$ cat config.mk
export PLATFORM = sky130hd
export DESIGN_NAME = conv_ctrl_device_flat
export DESIGN_NICKNAME = d
export VERILOG_FILES = /design/src/conv_ctrl_pkg.sv /design/src/conv_link_if.sv /design/src/conv_ctrl_device.sv /design/src/flat_wrapper.sv
export SDC_FILE = /design/constraint.sdc
export NUM_CORES = 1
export LEC_CHECK = 0
export BUFFER_PORTS_ARGS = -buffer_cell sky130_fd_sc_hd__buf_2
export CAP_MARGIN = 20
export CORE_ASPECT_RATIO = 1.2
export CORE_MARGIN = 10
export CORE_UTILIZATION = 47
export CTS_BUF_LIST = sky130_fd_sc_hd__clkbuf_16
export DETAILED_ROUTE_END_ITERATION = 6
export GPL_TIMING_DRIVEN = 0
export PLACE_DENSITY_LB_ADDON = 0.05
export SETUP_SLACK_MARGIN = 0.05
export SYNTH_ARGS = -nofsm -noshare
export SYNTH_HDL_FRONTEND = slang
export SYNTH_SLANG_ARGS = --single-unit
$ cat constraint.sdc
create_clock -name clk_i -period 4.7 [get_ports clk_i]
set_input_delay 0.705 -clock clk_i [delete_from_list [all_inputs] [get_ports clk_i]]
set_output_delay 0.705 -clock clk_i [all_outputs]
set_load 0.01 [all_outputs]
$ cat src/conv_ctrl_pkg.sv
// Shared constants for the converter control link: configuration word layout,
// access-select codes, reference level layout and power-down timing counts.
// Assumes a single 50 MHz clock shared by both ends.
// Functional notes
// RULE1: Two-bit slot position reads back, zero when off.
// RULE2: Reference load armed by gate 01, select 001.
// RULE3: Next store carries zero top bits, ten-bit value.
// RULE4: Read-back armed by gate 01, select 011.
// RULE5: Fetch strobe drives reference onto low ten bits.
// RULE6: Reference resets to all ones, top bits zero.
// RULE7: Deep and nap start at store strobe end.
// RULE8: Clearing enable bit leaves mode; config kept.
// RULE9: Entering deep or nap aborts running conversion.
// RULE10: Deep off within 2 us, back 1 us.
// RULE11: Nap off within 200 ns, back six clocks.
// RULE12: Auto-doze sleeps within 200 ns after conversion.
// RULE13: Auto-doze trigger wakes, converts six clocks later.
// RULE14: Select 101 resets device; host waits 20 ns.
// RULE15: Inputs chosen only by channel bits or sequencer.
// RULE16: Two-write settings apply at second strobe end.
// RULE17: Update gate 01 permits updates; others block.
// RULE18: Slot position advances, wraps at sequence length.
package conv_ctrl_pkg;
    localparam int CLK_MHZ = 50;
    localparam int BUS_W = 12;
    localparam int CH_HI = 11;
    localparam int CH_LO = 10;
    localparam int GATE_HI = 9;
    localparam int GATE_LO = 8;
    localparam int DEEP_BIT = 7;
    localparam int NAP_BIT = 6;
    localparam int DOZE_BIT = 5;
    localparam int REFPD_BIT = 4;
    localparam int SEL_HI = 2;
    localparam int SEL_LO = 0;
    localparam logic [1:0] GATE_OPEN = 2'h1;
    localparam logic [2:0] SEL_REF_WR = 3'h1;
    localparam logic [2:0] SEL_REF_RD = 3'h3;
    localparam logic [2:0] SEL_SEQ_WR = 3'h4;
    localparam logic [2:0] SEL_RESET = 3'h5;
    localparam logic [2:0] SEL_SEQ_RD = 3'h6;
    localparam logic [9:0] REF_RESET = 10'h3ff;
    localparam logic [11:0] CFG_RESET = 12'h000;
    localparam logic [11:0] SEQ_RESET = 12'h000;
    localparam int SEQ_LEN_HI = 9;
    localparam int SEQ_LEN_LO = 8;
    localparam int DEEP_OFF_NS = 2000;
    localparam int DEEP_WAKE_NS = 1000;
    localparam int NAP_OFF_NS = 200;
    localparam int RESET_GAP_NS = 20;
    localparam int DEEP_OFF_CYC = DEEP_OFF_NS * CLK_MHZ / 1000;
    localparam int DEEP_WAKE_CYC = (DEEP_WAKE_NS * CLK_MHZ + 999) / 1000;
    localparam int NAP_OFF_CYC = NAP_OFF_NS * CLK_MHZ / 1000;
    localparam int NAP_WAKE_CYC = 6;
    localparam int CONV_CYC = 16;
    localparam int RESET_GAP_CYC = (RESET_GAP_NS * CLK_MHZ + 999) / 1000;
    localparam int CNT_W = 8;
endpackage

$ cat src/conv_link_if.sv
// Parallel bus between host controller and converter control logic.
// Assumes the testbench resolves the bidirectional bus from the two enables.
`timescale 1ns/1ps
`default_nettype none
interface conv_link_if;
    logic store_n;
    logic fetch_n;
    logic convert_trigger;
    logic [11:0] host_bus;
    logic host_bus_oe;
    logic [11:0] dev_bus;
    logic dev_bus_oe;
    logic busy;
    modport device (input store_n, fetch_n, convert_trigger, host_bus, host_bus_oe,
                    output dev_bus, dev_bus_oe, busy);
    modport host (output store_n, fetch_n, convert_trigger, host_bus, host_bus_oe,
                  input dev_bus, dev_bus_oe, busy);
endinterface
`default_nettype wire

$ cat src/conv_ctrl_device.sv
// Converter control end: configuration, reference level, sequencer slot,
// power-down modes and software reset, driven from the parallel bus.
// Assumes strobes are synchronous to clk_i and active low.
`timescale 1ns/1ps
`default_nettype none
module conv_ctrl_device (
    input wire logic clk_i, // 50 MHz clock
    input wire logic reset_i, // Synchronous active-high reset
    conv_link_if.device link, // Parallel bus
    output logic [1:0] input_pair_o, // Selected input pair
    output logic analog_on_o, // Analog bias enabled
    output logic converting_o, // Conversion running
    output logic [1:0] slot_pointer_o, // Sequence position
    output logic [9:0] ref_level_o, // Reference level
    output logic ref_off_o // Reference powered down
);
    import conv_ctrl_pkg::*;
    typedef enum logic [3:0] {IDLE = 4'h1, WAKE = 4'h2, CONV = 4'h4, SLEEP = 4'h8} cstate_t;
    logic [11:0] cfg_q, cfg_d, seq_q, seq_d;
    logic [9:0] ref_q, ref_d;
    logic [2:0] pend_q, pend_d;
    logic [1:0] sp_q, sp_d;
    logic store_q, fetch_q, trig_q, store_rise, fetch_fall, trig_fall;
    cstate_t st_q, st_d;
    logic [CNT_W-1:0] cnt_q, cnt_d, off_q, off_d;
    logic dozing_q, dozing_d, an_q, an_d, soft_rst_q, soft_rst_d;
    logic [11:0] rd_q, rd_d;
    logic oe_q, oe_d;
    logic [1:0] len;
    logic sleep_req;
    assign store_rise = link.store_n & ~store_q;
    assign fetch_fall = ~link.fetch_n & fetch_q;
    assign trig_fall = ~link.convert_trigger & trig_q;
    assign len = seq_q[SEQ_LEN_HI:SEQ_LEN_LO];
    assign sleep_req = cfg_q[DEEP_BIT] | cfg_q[NAP_BIT];
    assign link.dev_bus = rd_q;
    assign link.dev_bus_oe = oe_q;
    assign link.busy = (st_q == CONV);
    always_comb
    begin
        cfg_d = cfg_q;
        seq_d = seq_q;
        ref_d = ref_q;
        pend_d = pend_q;
        soft_rst_d = 1'b0;
        if (store_rise)
        begin
            pend_d = 3'h0;
            if (pend_q == SEL_REF_WR)
                ref_d = link.host_bus[9:0]; // RULE3 RULE16
            else if (pend_q == SEL_SEQ_WR)
                seq_d = {link.host_bus[11:2], seq_q[1:0]}; // RULE16
            else if (link.host_bus[GATE_HI:GATE_LO] == GATE_OPEN) // RULE17
            begin
                cfg_d = link.host_bus; // RULE7 RULE8 RULE15
                case (link.host_bus[SEL_HI:SEL_LO])
                    SEL_REF_WR: pend_d = SEL_REF_WR; // RULE2
                    SEL_REF_RD: pend_d = SEL_REF_RD; // RULE4
                    SEL_SEQ_WR: pend_d = SEL_SEQ_WR;
                    SEL_SEQ_RD: pend_d = SEL_SEQ_RD;
                    SEL_RESET: soft_rst_d = 1'b1; // RULE14
                    default: pend_d = 3'h0;
                endcase
            end
        end
    end
    always_ff @(posedge clk_i)
    begin
        if (reset_i | soft_rst_q)
        begin
            cfg_q <= CFG_RESET;
            seq_q <= SEQ_RESET;
            ref_q <= REF_RESET; // RULE6
            pend_q <= 3'h0;
        end
        else
        begin
            cfg_q <= cfg_d;
            seq_q <= seq_d;
            ref_q <= ref_d;
            pend_q <= pend_d;
        end
    end
    always_comb
    begin
        rd_d = rd_q;
        oe_d = 1'b0;
        if (~link.fetch_n)
        begin
            oe_d = 1'b1;
            if (fetch_fall)
            begin
                if (pend_q == SEL_REF_RD)
                    rd_d = {2'h0, ref_q}; // RULE5 RULE6
                else if (pend_q == SEL_SEQ_RD)
                    rd_d = {seq_q[11:2], sp_q}; // RULE1
                else
                    rd_d = cfg_q;
            end
        end
    end
    always_comb
    begin
        st_d = st_q;
        cnt_d = cnt_q;
        sp_d = sp_q;
        off_d = off_q;
        dozing_d = dozing_q;
        an_d = cfg_q[DOZE_BIT]; // RULE12
        if (len == 2'h0)
            sp_d = 2'h0;
        else if (sp_q == 2'h0)
            sp_d = 2'h1;
        if (sleep_req)
        begin
            st_d = SLEEP; // RULE9
            // The wake count is loaded here: once the enable bit is cleared the mode is gone.
            cnt_d = cfg_q[DEEP_BIT] ? CNT_W'(DEEP_WAKE_CYC - 1) :
                CNT_W'(NAP_WAKE_CYC - 1); // RULE10 RULE11
            dozing_d = 1'b0;
            if (off_q != '0)
                off_d = off_q - 1'b1;
        end
        else
        begin
            case (st_q)
                IDLE:
                    if (trig_fall)
                    begin
                        st_d = dozing_q ? WAKE : CONV;
                        cnt_d = dozing_q ? CNT_W'(NAP_WAKE_CYC - 1) : CNT_W'(CONV_CYC - 1);
                    end
                    else if (dozing_q && off_q != '0)
                        off_d = off_q - 1'b1;
                WAKE:
                    if (cnt_q == '0)
                    begin
                        // Only an auto-doze trigger converts; leaving deep or nap just idles.
                        st_d = dozing_q ? CONV : IDLE; // RULE13 RULE11
                        dozing_d = 1'b0;
                        cnt_d = CNT_W'(CONV_CYC - 1);
                    end
                    else
                        cnt_d = cnt_q - 1'b1;
                CONV:
                    if (cnt_q == '0)
                    begin
                        st_d = IDLE;
                        if (len != 2'h0)
                            sp_d = (sp_q >= len) ? 2'h1 : sp_q + 2'h1; // RULE18
                        if (an_q)
                        begin
                            dozing_d = 1'b1; // RULE12
                            off_d = CNT_W'(NAP_OFF_CYC - 1);
                        end
                    end
                    else
                        cnt_d = cnt_q - 1'b1;
                SLEEP:
                    st_d = WAKE; // RULE8
                default: st_d = IDLE;
            endcase
        end
        if (sleep_req && st_q != SLEEP)
            // Two register stages lie between the store edge and the output, so start short.
            off_d = cfg_q[DEEP_BIT] ? CNT_W'(DEEP_OFF_CYC - 2) :
                CNT_W'(NAP_OFF_CYC - 2); // RULE10 RULE11
    end
    always_ff @(posedge clk_i)
    begin
        store_q <= reset_i ? 1'b1 : link.store_n;
        fetch_q <= reset_i ? 1'b1 : link.fetch_n;
        trig_q <= reset_i ? 1'b1 : link.convert_trigger;
        if (reset_i | soft_rst_q)
        begin
            st_q <= IDLE;
            cnt_q <= '0;
            sp_q <= 2'h0;
            off_q <= '0;
            dozing_q <= 1'b0;
            an_q <= 1'b0;
            rd_q <= 12'h000;
            oe_q <= 1'b0;
        end
        else
        begin
            st_q <= st_d;
            cnt_q <= cnt_d;
            sp_q <= sp_d;
            off_q <= off_d;
            dozing_q <= dozing_d;
            an_q <= an_d;
            rd_q <= rd_d;
            oe_q <= oe_d;
        end
        soft_rst_q <= reset_i ? 1'b0 : soft_rst_d;
        input_pair_o <= reset_i ? 2'h0 : cfg_q[CH_HI:CH_LO]; // RULE15
        analog_on_o <= reset_i ? 1'b1 : ~((st_q == SLEEP || dozing_q) && off_q == '0);
        converting_o <= reset_i ? 1'b0 : (st_d == CONV);
        slot_pointer_o <= reset_i ? 2'h0 : sp_q;
        ref_level_o <= reset_i ? REF_RESET : ref_q;
        ref_off_o <= reset_i ? 1'b0 : cfg_q[REFPD_BIT];
    end
endmodule
`default_nettype wire

$ cat src/flat_wrapper.sv
// flat-port wrapper written by rule: the top's interface ports become plain ports
module conv_ctrl_device_flat import conv_ctrl_pkg::*;
  (clk_i, reset_i, input_pair_o, analog_on_o, converting_o, slot_pointer_o, ref_level_o, ref_off_o, link_store_n, link_fetch_n, link_convert_trigger, link_host_bus, link_host_bus_oe, link_dev_bus, link_dev_bus_oe, link_busy);
  conv_link_if link_i ();
  input wire logic clk_i;
  input wire logic reset_i;
  output logic [1:0] input_pair_o;
  output logic analog_on_o;
  output logic converting_o;
  output logic [1:0] slot_pointer_o;
  output logic [9:0] ref_level_o;
  output logic ref_off_o;
  input wire logic [$bits(link_i.store_n)-1:0] link_store_n;
  input wire logic [$bits(link_i.fetch_n)-1:0] link_fetch_n;
  input wire logic [$bits(link_i.convert_trigger)-1:0] link_convert_trigger;
  input wire logic [$bits(link_i.host_bus)-1:0] link_host_bus;
  input wire logic [$bits(link_i.host_bus_oe)-1:0] link_host_bus_oe;
  output wire logic [$bits(link_i.dev_bus)-1:0] link_dev_bus;
  output wire logic [$bits(link_i.dev_bus_oe)-1:0] link_dev_bus_oe;
  output wire logic [$bits(link_i.busy)-1:0] link_busy;
  assign link_i.store_n = link_store_n;
  assign link_i.fetch_n = link_fetch_n;
  assign link_i.convert_trigger = link_convert_trigger;
  assign link_i.host_bus = link_host_bus;
  assign link_i.host_bus_oe = link_host_bus_oe;
  assign link_dev_bus = link_i.dev_bus;
  assign link_dev_bus_oe = link_i.dev_bus_oe;
  assign link_busy = link_i.busy;
  conv_ctrl_device u_core (.clk_i(clk_i), .reset_i(reset_i), .link(link_i), .input_pair_o(input_pair_o), .analog_on_o(analog_on_o), .converting_o(converting_o), .slot_pointer_o(slot_pointer_o), .ref_level_o(ref_level_o), .ref_off_o(ref_off_o));
endmodule
Yosys cells after proc, flatten, opt, wreduce, memory -nomap -nowiden --
Index checks and enable logic that the tools add are counted. Widths: inputs -> output; s select.
Operators by class: add/subtract/negate cells 3, order comparisons 1, eq/ne operators 26, muxes and demuxes 42, bitwise operators 13, reduce and logical (&&, ||, !) cells 22
Operators by type and width (count):
- $mux 8 | 11
- $mux 12 | 2
- $pmux 8 s3 | 1
- $mux 4 | 5
- $logic_not 8->1 | 2
- $pmux 4 s4 | 1
- $pmux 8 s2 | 1
- $sub 8x1->8 const B | 2
- $eq 3x3->1 const B | 5
- $mux 3 | 5
- $mux 2 | 7
- $ne 4x1->1 const B | 3
- $pmux 3 s4 | 1
- $eq 4x3->1 const B | 2
- $ne 4x4->1 const B | 2
- $not 1->1 | 8
- $reduce_and 4->1 | 2
- $reduce_bool 4->1 | 2
- $reduce_bool 8->1 | 1
- $mux 7 | 1
- $eq 3x1->1 const B | 2
- $eq 3x2->1 const B | 2
- $mux 6 | 1
- $ne 2x1->1 const B | 3
- other kinds (22) | 35
Storage, ports and cells: register bits after elaboration 93, input port bits 18, output and inout bits 31, logic and storage cells 129

Depth between registers and ports, before layout --
Gate-level depths: netlist of run 1.
word-level depth 7, gate-level depth with buffers 9, mapped depth without buffers 7

Worst setup path before layout of run 1 --
OpenSTA, ideal clock, no wires.
kind register -> register, from register u_core.cnt_q[0], to register u_core.cnt_q[4], setup time 122 ps, data arrival time 1799 ps, required time 4578 ps, setup slack 2779 ps, stages on the path, launching flop included 9, path buffers 1, period minus slack after synthesis 1921 ps, path through dfxtp_1 inv_1 ha_1 nor3b_4 a21oi_2 or4_1 buf_4 a32oi_1 o21ai_1
On the way: word-level cells in the longest chain between the ends 4, elaborated cells between the ends (all ways) 8, classes of those cells 1 x add/sub; 1 x eq/ne; 4 x mux; 2 x reduce/logical
RTL lines:
- start: declaration | line conv_ctrl_device.sv:25 | logic [CNT_W-1:0] cnt_q, cnt_d, off_q, off_d;
- start signal: assignment | line conv_ctrl_device.sv:188 | cnt_q <= cnt_d;
- $sub 8x1->8 or $logic_not 8->1 (tied branches)
- $mux 8 (on tied branches) | line conv_ctrl_device.sv:146, conv_ctrl_device.sv:136
- $pmux 8 s3 | line conv_ctrl_device.sv:126 | case (st_q)
- $mux 8 | line conv_ctrl_device.sv:114 | if (sleep_req)
Parallel ways exist; a longest one is shown, timed or not. The select of a mux whose other input is x is not followed. A chain may end at the register's enable or synchronous reset.

Worst setup path in the final report of run 1 --
from register u_core.st_q[2], to output link_busy
On the way: word-level cells in the longest chain between the ends 1
RTL lines:
- start: declaration | line conv_ctrl_device.sv:24 | cstate_t st_q, st_d;
- start signal: assignment | line conv_ctrl_device.sv:187 | st_q <= st_d;
- $eq 4x3->1 | line conv_ctrl_device.sv:38 | assign link.busy = (st_q == CONV);
- end: declaration | line flat_wrapper.sv:20 | output wire logic [$bits(link_i.busy)-1:0] link_busy;
No other way between the ends.

==> results of run 1 <==
[report_power, final]
group          switching, W  internal, W
combinational      0.000113    0.0000713
sequential        0.0000129     0.000803
clock              0.000297     0.000404
[metal layers]
metal | global-route usage | vias to the layer above
met5 | 0 | -
met4 | 0.0678 | 0
met3 | 0.0354 | 17
met2 | 0.316 | 114
met1 | 0.202 | 1671
li1 | - | 1784
[cells by family after synthesis]
kind of cell	synth area share
flops	0.449
xor+xnor	0.00633
compound gates	0.172
buf+inv	0.0486
fa+ha+maj	0.0211
simple gates	0.248
mux	0.0561
[worst max path at each step]
stage / slack [ns] / cells after the start / startpoint / end
2_1_floorplan: 2.78 / 8 / u_core.cnt_q[0] / u_core.cnt_q[4]
3_3_place_gp: 2.32 / 7 / link_store_n / u_core.cfg_q[7]
3_5_place_dp: 2.32 / 5 / reset_i / u_core.cfg_q[1]
4_1_cts: 2.35 / 5 / u_core.st_q[2] / link_busy
5_1_grt: 2.28 / 5 / u_core.st_q[2] / link_busy
6_report: 2.35 / 5 / u_core.st_q[2] / link_busy
[through the flow]
stage          cells  area [µm²]   util
6_report         647        4830  0.560
5_1_grt          647        4830  0.560
4_1_cts          645        4810  0.559
3_5_place_dp     629        4530  0.526
3_3_place_gp     629        4530  0.526
2_1_floorplan    465        4150      -
[final cells by class]
cell class / instances / area (µm²) / area share
buffer: 27 / 129 / 0.0267
clock buffer: 9 / 225 / 0.0467
clock inverter: 7 / 57.6 / 0.0119
inverter: 16 / 72.6 / 0.0150
multi-input combinational: 329 / 2090 / 0.432
sequential: 93 / 1860 / 0.386
tap: 117 / 146 / 0.0303
timing repair buffer: 49 / 248 / 0.0513
[flip-flops by register name, indices dropped and copies added (netlist names)]
register,flops
u_core.soft_rst_q,1
u_core.cnt_q,8
u_core.fetch_q,1
u_core.an_q,1
u_core.ref_off_o,1
u_core.st_q,4
u_core.link.dev_bus_oe,1
u_core.store_q,1
u_core.off_q,8
u_core.dozing_q,1
u_core.cfg_q,12
u_core.converting_o,1
u_core.ref_level_o,10
u_core.pend_q,3
u_core.ref_q,10
u_core.slot_pointer_o,2
u_core.trig_q,1
u_core.seq_q,10
u_core.input_pair_o,2
u_core.link.dev_bus,12
u_core.sp_q,2
u_core.analog_on_o,1
[cells in the mapped netlist (8+ instances only)]
cell type,number
dfxtp_1,93
nand2_1,59
nor2_1,42
a21oi_1,31
nand3_1,25
clkbuf_1,15
inv_1,15
or2_2,14
mux2i_1,12
o21ai_0,12
nor3_1,11
mux2_2,10
a222oi_1,8
[worst max-delay path, stage by stage, from the launching register on]
cell and delay, ns:
dfxtp_1 0.31, buf_2 0.19, or4b_1 0.47, buf_6 0.17, clkinv_8 0.05, buf_2 0.12
==> results.sh, run 1 <==
export IMPL_layout_drive_gt1_share=0.208
export IMPL_worstMarginPinSlew_ns=0.793
export IMPL_antenna_cells=0
export IMPL_start_kind="register"
export IMPL_clock_root_buffer="clkbuf_16"
export IMPL_fillers=838
export IMPL_synthesis_area_mm2=0.00415
export IMPL_dp_slack_ns=2.32
export IMPL_routabilityCongestion=0.889
export IMPL_min_from="u_core.seq_q[3]"
export IMPL_grt_pass1_vias=3657
export IMPL_hold_violations=0
export IMPL_h_tree_depth=3
export IMPL_status="complete, but fails checks"
export IMPL_yosysUniqueCellTypes=69
export IMPL_r2r_start="u_core.cnt_q[0]"
export IMPL_hold_ws_ns=0.454
export IMPL_via_count=3586
export IMPL_dp_hpwl_um=7760
export IMPL_fp_coreArea_mm2=0.00861
export IMPL_syn_avg_cell_area_um2=8.92
export IMPL_drc=1
export IMPL_clockBufferDepth=2
export IMPL_ys_async_sr_fraction=0
export IMPL_leakage_nw=1.97
export IMPL_grt_overflow_total=0
export IMPL_endpoint_kind="primary output"
export IMPL_layout_commonest_cell="dfxtp_1"
export IMPL_holdPathEnd="u_core.seq_q[3]"
export IMPL_slew_viol_final=0
export IMPL_final_cell_mix="dfxtp_1, nand2_1, buf_2, nor2_1, a21oi_1"
export IMPL_clk_latency_ns=0.34
export IMPL_period_share=0.499
export IMPL_wl_met3_um=579
export IMPL_final_antenna_net_count=0
export IMPL_ys_ff_latch=93
export IMPL_r2r_setup_slack_ns=2.51
export IMPL_skew_ns=0.00500
export IMPL_reg2reg_depth=7
export IMPL_worstPathRequired_ns=3.99
export IMPL_nets=550
export IMPL_cap_violations=0
export IMPL_routed_top_layer="met4"
export IMPL_syn_nets=490
export IMPL_max_slew_margin_rel=0.469
export IMPL_track_usage=0.176
export IMPL_port_buffers=47
export IMPL_power_w=0.00170
export IMPL_cp_arrival_ns=1.64
export IMPL_fmax_mhz=426
export IMPL_setup_violations_final=0
export IMPL_dr_pass1_iters=7
export IMPL_yosys_area_top_type="dfxtp_1"
export IMPL_fin_crit_ns=2.35
export IMPL_grt_max_degree=15
export IMPL_min_delay_path_depth=2
export IMPL_path_max_fanout=9
export IMPL_fp_dieH_um=123
export IMPL_start_util=0.482
export IMPL_io_pins=49
export IMPL_hold_path_class="register to register"
export IMPL_ys_seq_area_frac=0.449
export IMPL_drt_met1_wl_um=4690
export IMPL_antenna_found_initial=0
export IMPL_cts_sinks=93
export IMPL_rsz0062_at_grt="false"
export IMPL_path_clk_slew_ns=0.06
export IMPL_violations="design-rule violations"
export IMPL_die_area_mm2=0.0130
export IMPL_route_met2_wl_um=5690
export IMPL_post_cts_buffers=0
export IMPL_synth_edf_count=0
export IMPL_criticalPathCategory="register to primary output"
export IMPL_fin_ws_ns=2.35
export IMPL_wl_per_cell_um=17.2
export IMPL_rows=37
export IMPL_vdd_ir_drop_max_uv=222
export IMPL_synth_area_leaders="dfxtp_1, nand2_1, nor2_1"
export IMPL_syn_to_final_growth_pct=16.3
export IMPL_cts_resized=0
export IMPL_yosys_warnings=0
export IMPL_yosys_area_top_type_share=0.449
export IMPL_syn_inst=465
export IMPL_avgViaCountPerCell=5.54
export IMPL_powerDensity_mw_per_mm2=353
export IMPL_wl_um=11200
export IMPL_drtIter0Drc=271
export IMPL_synth_top_flop_cell="dfxtp_1"
export IMPL_cts_hold_buffers_added=0
export IMPL_worst_r2r_endpoint="u_core.cnt_q[6]"
export IMPL_fin_tns_setup_ns=0
export IMPL_cts_buffers=9
export IMPL_grt_pass1_wl_um=18500
export IMPL_cts_tree="yes"
export IMPL_die_w_um=106
No activity file was read; power rests on OpenSTA's default activity.
==> inputs of run 2 (changes only) <==
==> constraint.sdc (replaced) <==
create_clock -name clk_i -period 2.3 [get_ports clk_i]
set_input_delay 0.345 -clock clk_i [delete_from_list [all_inputs] [get_ports clk_i]]
set_output_delay 0.345 -clock clk_i [all_outputs]
set_load 0.01 [all_outputs]
==> results.sh, run 2 (synthesis results as in run 1) <==
export IMPL_setup_worst_path_end="u_core.cnt_q[4]"
export IMPL_path_delay_family="simple AND/OR/NAND/NOR gates"
export IMPL_grt_max_degree=15
export IMPL_crit_slowest_cell="or4_1"
export IMPL_final_antenna_net_count=0
export IMPL_layout_drive_gt1_share=0.215
export IMPL_drt_met1_wl_um=4770
export IMPL_wl_per_cell_um=17.2
export IMPL_powerDensity_mw_per_mm2=719
export IMPL_cap_violations=0
export IMPL_clockBufferDepth=2
export IMPL_start_util=0.482
export IMPL_routed_top_layer="met4"
export IMPL_hold_ws_ns=0.208
export IMPL_grt_overflow_total=0
export IMPL_cp_arrival_ns=2.34
export IMPL_die_area_mm2=0.0130
export IMPL_path_max_fanout=6
export IMPL_reg2reg_depth=8
export IMPL_cts_buffers=9
export IMPL_h_tree_depth=3
export IMPL_r2r_setup_slack_ns=0.18
export IMPL_route_met2_wl_um=5660
export IMPL_dp_hpwl_um=7760
export IMPL_drc=0
export IMPL_rows=37
export IMPL_fillers=834
export IMPL_syn_to_final_growth_pct=16.9
export IMPL_rsz0062_at_grt="false"
export IMPL_worstMarginPinSlew_ns=0.828
export IMPL_p_comb_frac=0.111
export IMPL_cts_sinks=93
export IMPL_port_buffers=47
export IMPL_period_share=0.921
export IMPL_leakage_nw=1.97
export IMPL_hold_violations=0
export IMPL_slowest_delay_ns=0.51
export IMPL_die_w_um=106
export IMPL_p_int_w=0.00261
export IMPL_wl_met3_um=517
export IMPL_start_kind="register"
export IMPL_cts_hold_buffers_added=0
export IMPL_setup_violations_final=0
export IMPL_routabilityCongestion=0.889
export IMPL_dr_pass1_iters=7
export IMPL_final_cell_mix="dfxtp_1, nand2_1, buf_2, nor2_1, a21oi_1"
export IMPL_grt_pass1_wl_um=18500
export IMPL_hold_path_class="primary input to register"
export IMPL_seqPwrFrac=0.478
export IMPL_p_sw_frac=0.250
export IMPL_fp_dieH_um=123
export IMPL_power_switching_w=0.000871
export IMPL_slew_viol_final=0
export IMPL_fp_coreArea_mm2=0.00861
export IMPL_antenna_found_initial=0
export IMPL_crit_buf_inv=2
export IMPL_worst_r2r_endpoint="u_core.cnt_q[4]"
export IMPL_max_slew_margin_rel=0.446
export IMPL_startpoint="u_core.cnt_q[0]"
export IMPL_wl_um=11100
export IMPL_layout_commonest_cell="dfxtp_1"
export IMPL_antenna_cells=0
export IMPL_io_pins=49
export IMPL_p_clk_frac=0.411
export IMPL_grt_pass1_vias=3657
export IMPL_r2r_start="u_core.cnt_q[0]"
export IMPL_clock_root_buffer="clkbuf_16"
export IMPL_skew_ns=0.00378
export IMPL_cts_tree="yes"
export IMPL_clk_latency_ns=0.34
export IMPL_fin_crit_ns=2.12
export IMPL_path_depth=8
export IMPL_power_w=0.00349
export IMPL_vdd_ir_drop_max_uv=454
export IMPL_path_clk_slew_ns=0.06
export IMPL_avgViaCountPerCell=5.55
export IMPL_criticalPathCategory="register to register"
export IMPL_worstPathRequired_ns=2.53
export IMPL_endpoint_kind="register"
export IMPL_track_usage=0.176
export IMPL_nets=550
export IMPL_via_count=3589
export IMPL_drtIter0Drc=248
export IMPL_fmax_mhz=472
export IMPL_fin_tns_setup_ns=0
export IMPL_path_cells="inv_1 > ha_1 > nor3b_4 > a21oi_2 > or4_1 > buf_4 > a32oi_1 > o21ai_1"
export IMPL_status="finished, final reports clean"
## run 2: changes by cell type in the layout (fill, tap and decap cells not counted)
cell	previous run	this run
nand2_1	59	58
nor2_2	0	1
nor4b_1	4	3
o21ai_1	5	4
nor2_1	42	41
o21ai_2	1	2
nor4_4	1	2
nor4_2	1	0
nand2_2	0	1
nor4b_2	1	2
## run 2: routing by layer
layer	up-vias	GRT usage
li1	1784	-
met1	1691	0.202
met2	98	0.316
met3	16	0.0354
met4	0	0.0678
met5	-	0
## run 2: how the worst min path moves through the flow
stage | startpoint | to | slack, ns | cells after the start
5_1_grt | link_store_n | u_core.store_q | 0.21 | 2
4_1_cts | link_store_n | u_core.store_q | 0.21 | 2
3_5_place_dp | u_core.cfg_q[8] | u_core.cfg_q[8] | 0.44 | 2
6_report | link_store_n | u_core.store_q | 0.21 | 2
3_3_place_gp | u_core.cfg_q[8] | u_core.cfg_q[8] | 0.43 | 2
2_1_floorplan | u_core.soft_rst_q | u_core.link.dev_bus_oe | 0.40 | 1
## run 2: what timing repair did
action,4_1_cts,5_1_grt
gates resized for setup,0,5
setup endpoints to repair,0,8
setup buffers,0,0
## run 2: area by class of cell
type | count | area (µm²) | share of cell area
plain buffers | 27 | 129 | 0.0266
clock buffers | 9 | 225 | 0.0464
clock inverters | 7 | 57.6 | 0.0119
inverters | 16 | 72.6 | 0.0150
multi-input cells | 329 | 2110 | 0.435
flip-flops and latches | 93 | 1860 | 0.384
well taps | 117 | 146 | 0.0302
repair buffers | 49 | 248 | 0.0511
## run 2: power by group through the flow
stage	Sequential, W	Combinational (W)	Clock [W]
global route	0.00167	0.000428	0.00153
global placement	0.00170	0.000370	0
finish	0.00167	0.000385	0.00143
CTS	0.00167	0.000375	0.00145
detailed placement	0.00170	0.000373	0
floorplan	0.00170	0.000269	0
## run 2: through the flow
step	instance area [µm²]	cells	setup WS (ns)	utilization
CTS	4810	645	0.0682	0.559
global route	4850	647	0.0549	0.563
finish	4850	647	0.181	0.563
global placement	4530	629	0.102	0.526
detailed placement	4530	629	0.0811	0.526
floorplan	4150	465	0.379	-
## run 2: worst register-to-register path, delay by kind of cell (launching register included)
| kind | cells | cell delay (ns) |
|---|---|---|
| AND/OR/NAND/NOR | 2 | 0.84 |
| AO/OA/AOI/OAI | 3 | 0.37 |
| adder cells (fa/ha/maj) | 1 | 0.20 |
| buffers and inverters | 2 | 0.25 |
| flip-flops | 1 | 0.34 |
==> inputs of run 3 (changes only) <==
--- a/config.mk
+++ b/config.mk
@@ -13,6 +13,7 @@
 export CTS_BUF_LIST = sky130_fd_sc_hd__clkbuf_16
 export DETAILED_ROUTE_END_ITERATION = 6
 export GPL_TIMING_DRIVEN = 0
+export MAX_ROUTING_LAYER = met4
 export PLACE_DENSITY_LB_ADDON = 0.05
 export SETUP_SLACK_MARGIN = 0.05
 export SYNTH_ARGS = -nofsm -noshare
==> results.sh, run 3 (synthesis results as in run 1) <==
export IMPL_routabilityCongestion=0.903
export IMPL_start_kind="register"
export IMPL_cts_sinks=93
export IMPL_grt_pass1_wl_um=18500
export IMPL_drc=0
export IMPL_worstMarginPinSlew_ns=0.804
export IMPL_period_share=0.924
export IMPL_power_w=0.00349
export IMPL_io_pins=49
export IMPL_dr_pass1_iters=5
export IMPL_port_buffers=47
export IMPL_leakage_nw=1.97
export IMPL_post_route_util=0.563
export IMPL_p_comb_frac=0.111
export IMPL_die_w_um=106
export IMPL_gr_usage_met3=0.0265
export IMPL_max_slew_margin_rel=0.462
export IMPL_path_clk_slew_ns=0.06
export IMPL_antenna_found_initial=0
export IMPL_endpoint_kind="register"
export IMPL_grt_overflow_total=0
export IMPL_via_count=3590
export IMPL_powerDensity_mw_per_mm2=719
export IMPL_syn_to_final_growth_pct=16.9
export IMPL_hold_path_class="primary input to register"
export IMPL_layout_commonest_cell="dfxtp_1"
export IMPL_cts_buffers=9
export IMPL_grt_max_degree=15
export IMPL_clockBufferDepth=2
export IMPL_dp_hpwl_um=7760
export IMPL_final_antenna_net_count=0
export IMPL_criticalPathCategory="register to register"
export IMPL_post_cts_buffers=0
export IMPL_nets=550
export IMPL_setup_violations_final=0
export IMPL_fp_coreArea_mm2=0.00861
export IMPL_wl_um=11200
export IMPL_seqPwrFrac=0.478
export IMPL_final_cell_mix="dfxtp_1, nand2_1, buf_2, nor2_1, a21oi_1"
export IMPL_h_tree_depth=3
export IMPL_start_util=0.482
export IMPL_fin_tns_setup_ns=0
export IMPL_place_inst=629
export IMPL_path_max_fanout=6
export IMPL_slew_viol_final=0
export IMPL_fp_dieH_um=123
export IMPL_wl_per_cell_um=17.3
export IMPL_rows=37
export IMPL_p_int_w=0.00261
export IMPL_hold_violations=0
export IMPL_grt_pass1_vias=3650
export IMPL_fin_crit_ns=2.13
export IMPL_cts_tree="yes"
export IMPL_rsz0062_at_grt="false"
export IMPL_vdd_ir_drop_max_uv=454
export IMPL_layout_drive_gt1_share=0.215
export IMPL_cp_arrival_ns=2.35
export IMPL_track_usage=0.181
export IMPL_avgViaCountPerCell=5.55
export IMPL_die_area_mm2=0.0130
export IMPL_power_switching_w=0.000873
export IMPL_skew_ns=0.00338
export IMPL_instances_no_fill=647
export IMPL_drtIter0Drc=250
export IMPL_fmax_mhz=470
export IMPL_cap_violations=0
export IMPL_clk_latency_ns=0.34
export IMPL_worstPathRequired_ns=2.52
export IMPL_status="finished, final reports clean"
export IMPL_p_clk_frac=0.412
export IMPL_p_sw_frac=0.250
export IMPL_grt_use_met2=0.315
export IMPL_busiest_layer="met2"
export IMPL_antenna_cells=0
export IMPL_use_met1=0.206
export IMPL_clock_root_buffer="clkbuf_16"
[run 3: cell counts in the layout (fill, tap and decap cells not counted)]
No cell type changed its count.
[run 3: critical path, cell delays in order (launching register included)]
cell and delay (ns):
dfxtp_1 0.35, inv_1 0.07, ha_1 0.20, nor3b_4 0.33, a21oi_2 0.13, or4_1 0.51, buf_4 0.18, a32oi_1 0.16
o21ai_1 0.08
[run 3: per-stage QoR]
stage,setup slack (ns),area (µm²),hold slack [ns]
6_report,0.174,4850,0.210
4_1_cts,0.0682,4810,0.208
2_1_floorplan,0.379,4150,0.404
3_5_place_dp,0.0811,4530,0.444
5_1_grt,0.0549,4850,0.213
3_3_place_gp,0.102,4530,0.434
[run 3: cell type report]
type                       instances  area [µm²]
tap                              117         146
multi-input combinational        329        2110
clock buffer                       9         225
sequential                        93        1860
buffer                            27         129
inverter                          16        72.6
timing repair buffer              49         248
fill                             834        3760
clock inverter                     7        57.6
[run 3: per-layer routing]
metal | up-vias | share of wire
met5 | - | 0
met2 | 109 | 0.50
li1 | 1785 | -
met4 | 0 | 0.022
met1 | 1676 | 0.43
met3 | 20 | 0.040
[run 3: path summary, 6_finish.rpt]
kind | startpoint | endpoint | slack [ns] | depth (start not counted)
min reg2reg | u_core.seq_q[3] | u_core.seq_q[3] | 0.45 | 2
max reg2reg | u_core.cnt_q[0] | u_core.cnt_q[4] | 0.17 | 8
min | link_store_n | u_core.store_q | 0.21 | 2
max | u_core.cnt_q[0] | u_core.cnt_q[4] | 0.17 | 8
[run 3: repair_timing]
action                                  4_1_cts  5_1_grt
endpoints found under the setup margin        0        8
hold buffers                                  0        0
gates resized for setup                       0        5
[run 3: power by group through the flow]
stage,sequential (W),clock (W),combinational [W]
floorplan,0.00170,0,0.000269
global placement,0.00170,0,0.000370
detailed placement,0.00170,0,0.000373
CTS,0.00167,0.00145,0.000375
global route,0.00167,0.00153,0.000428
finish,0.00167,0.00144,0.000386
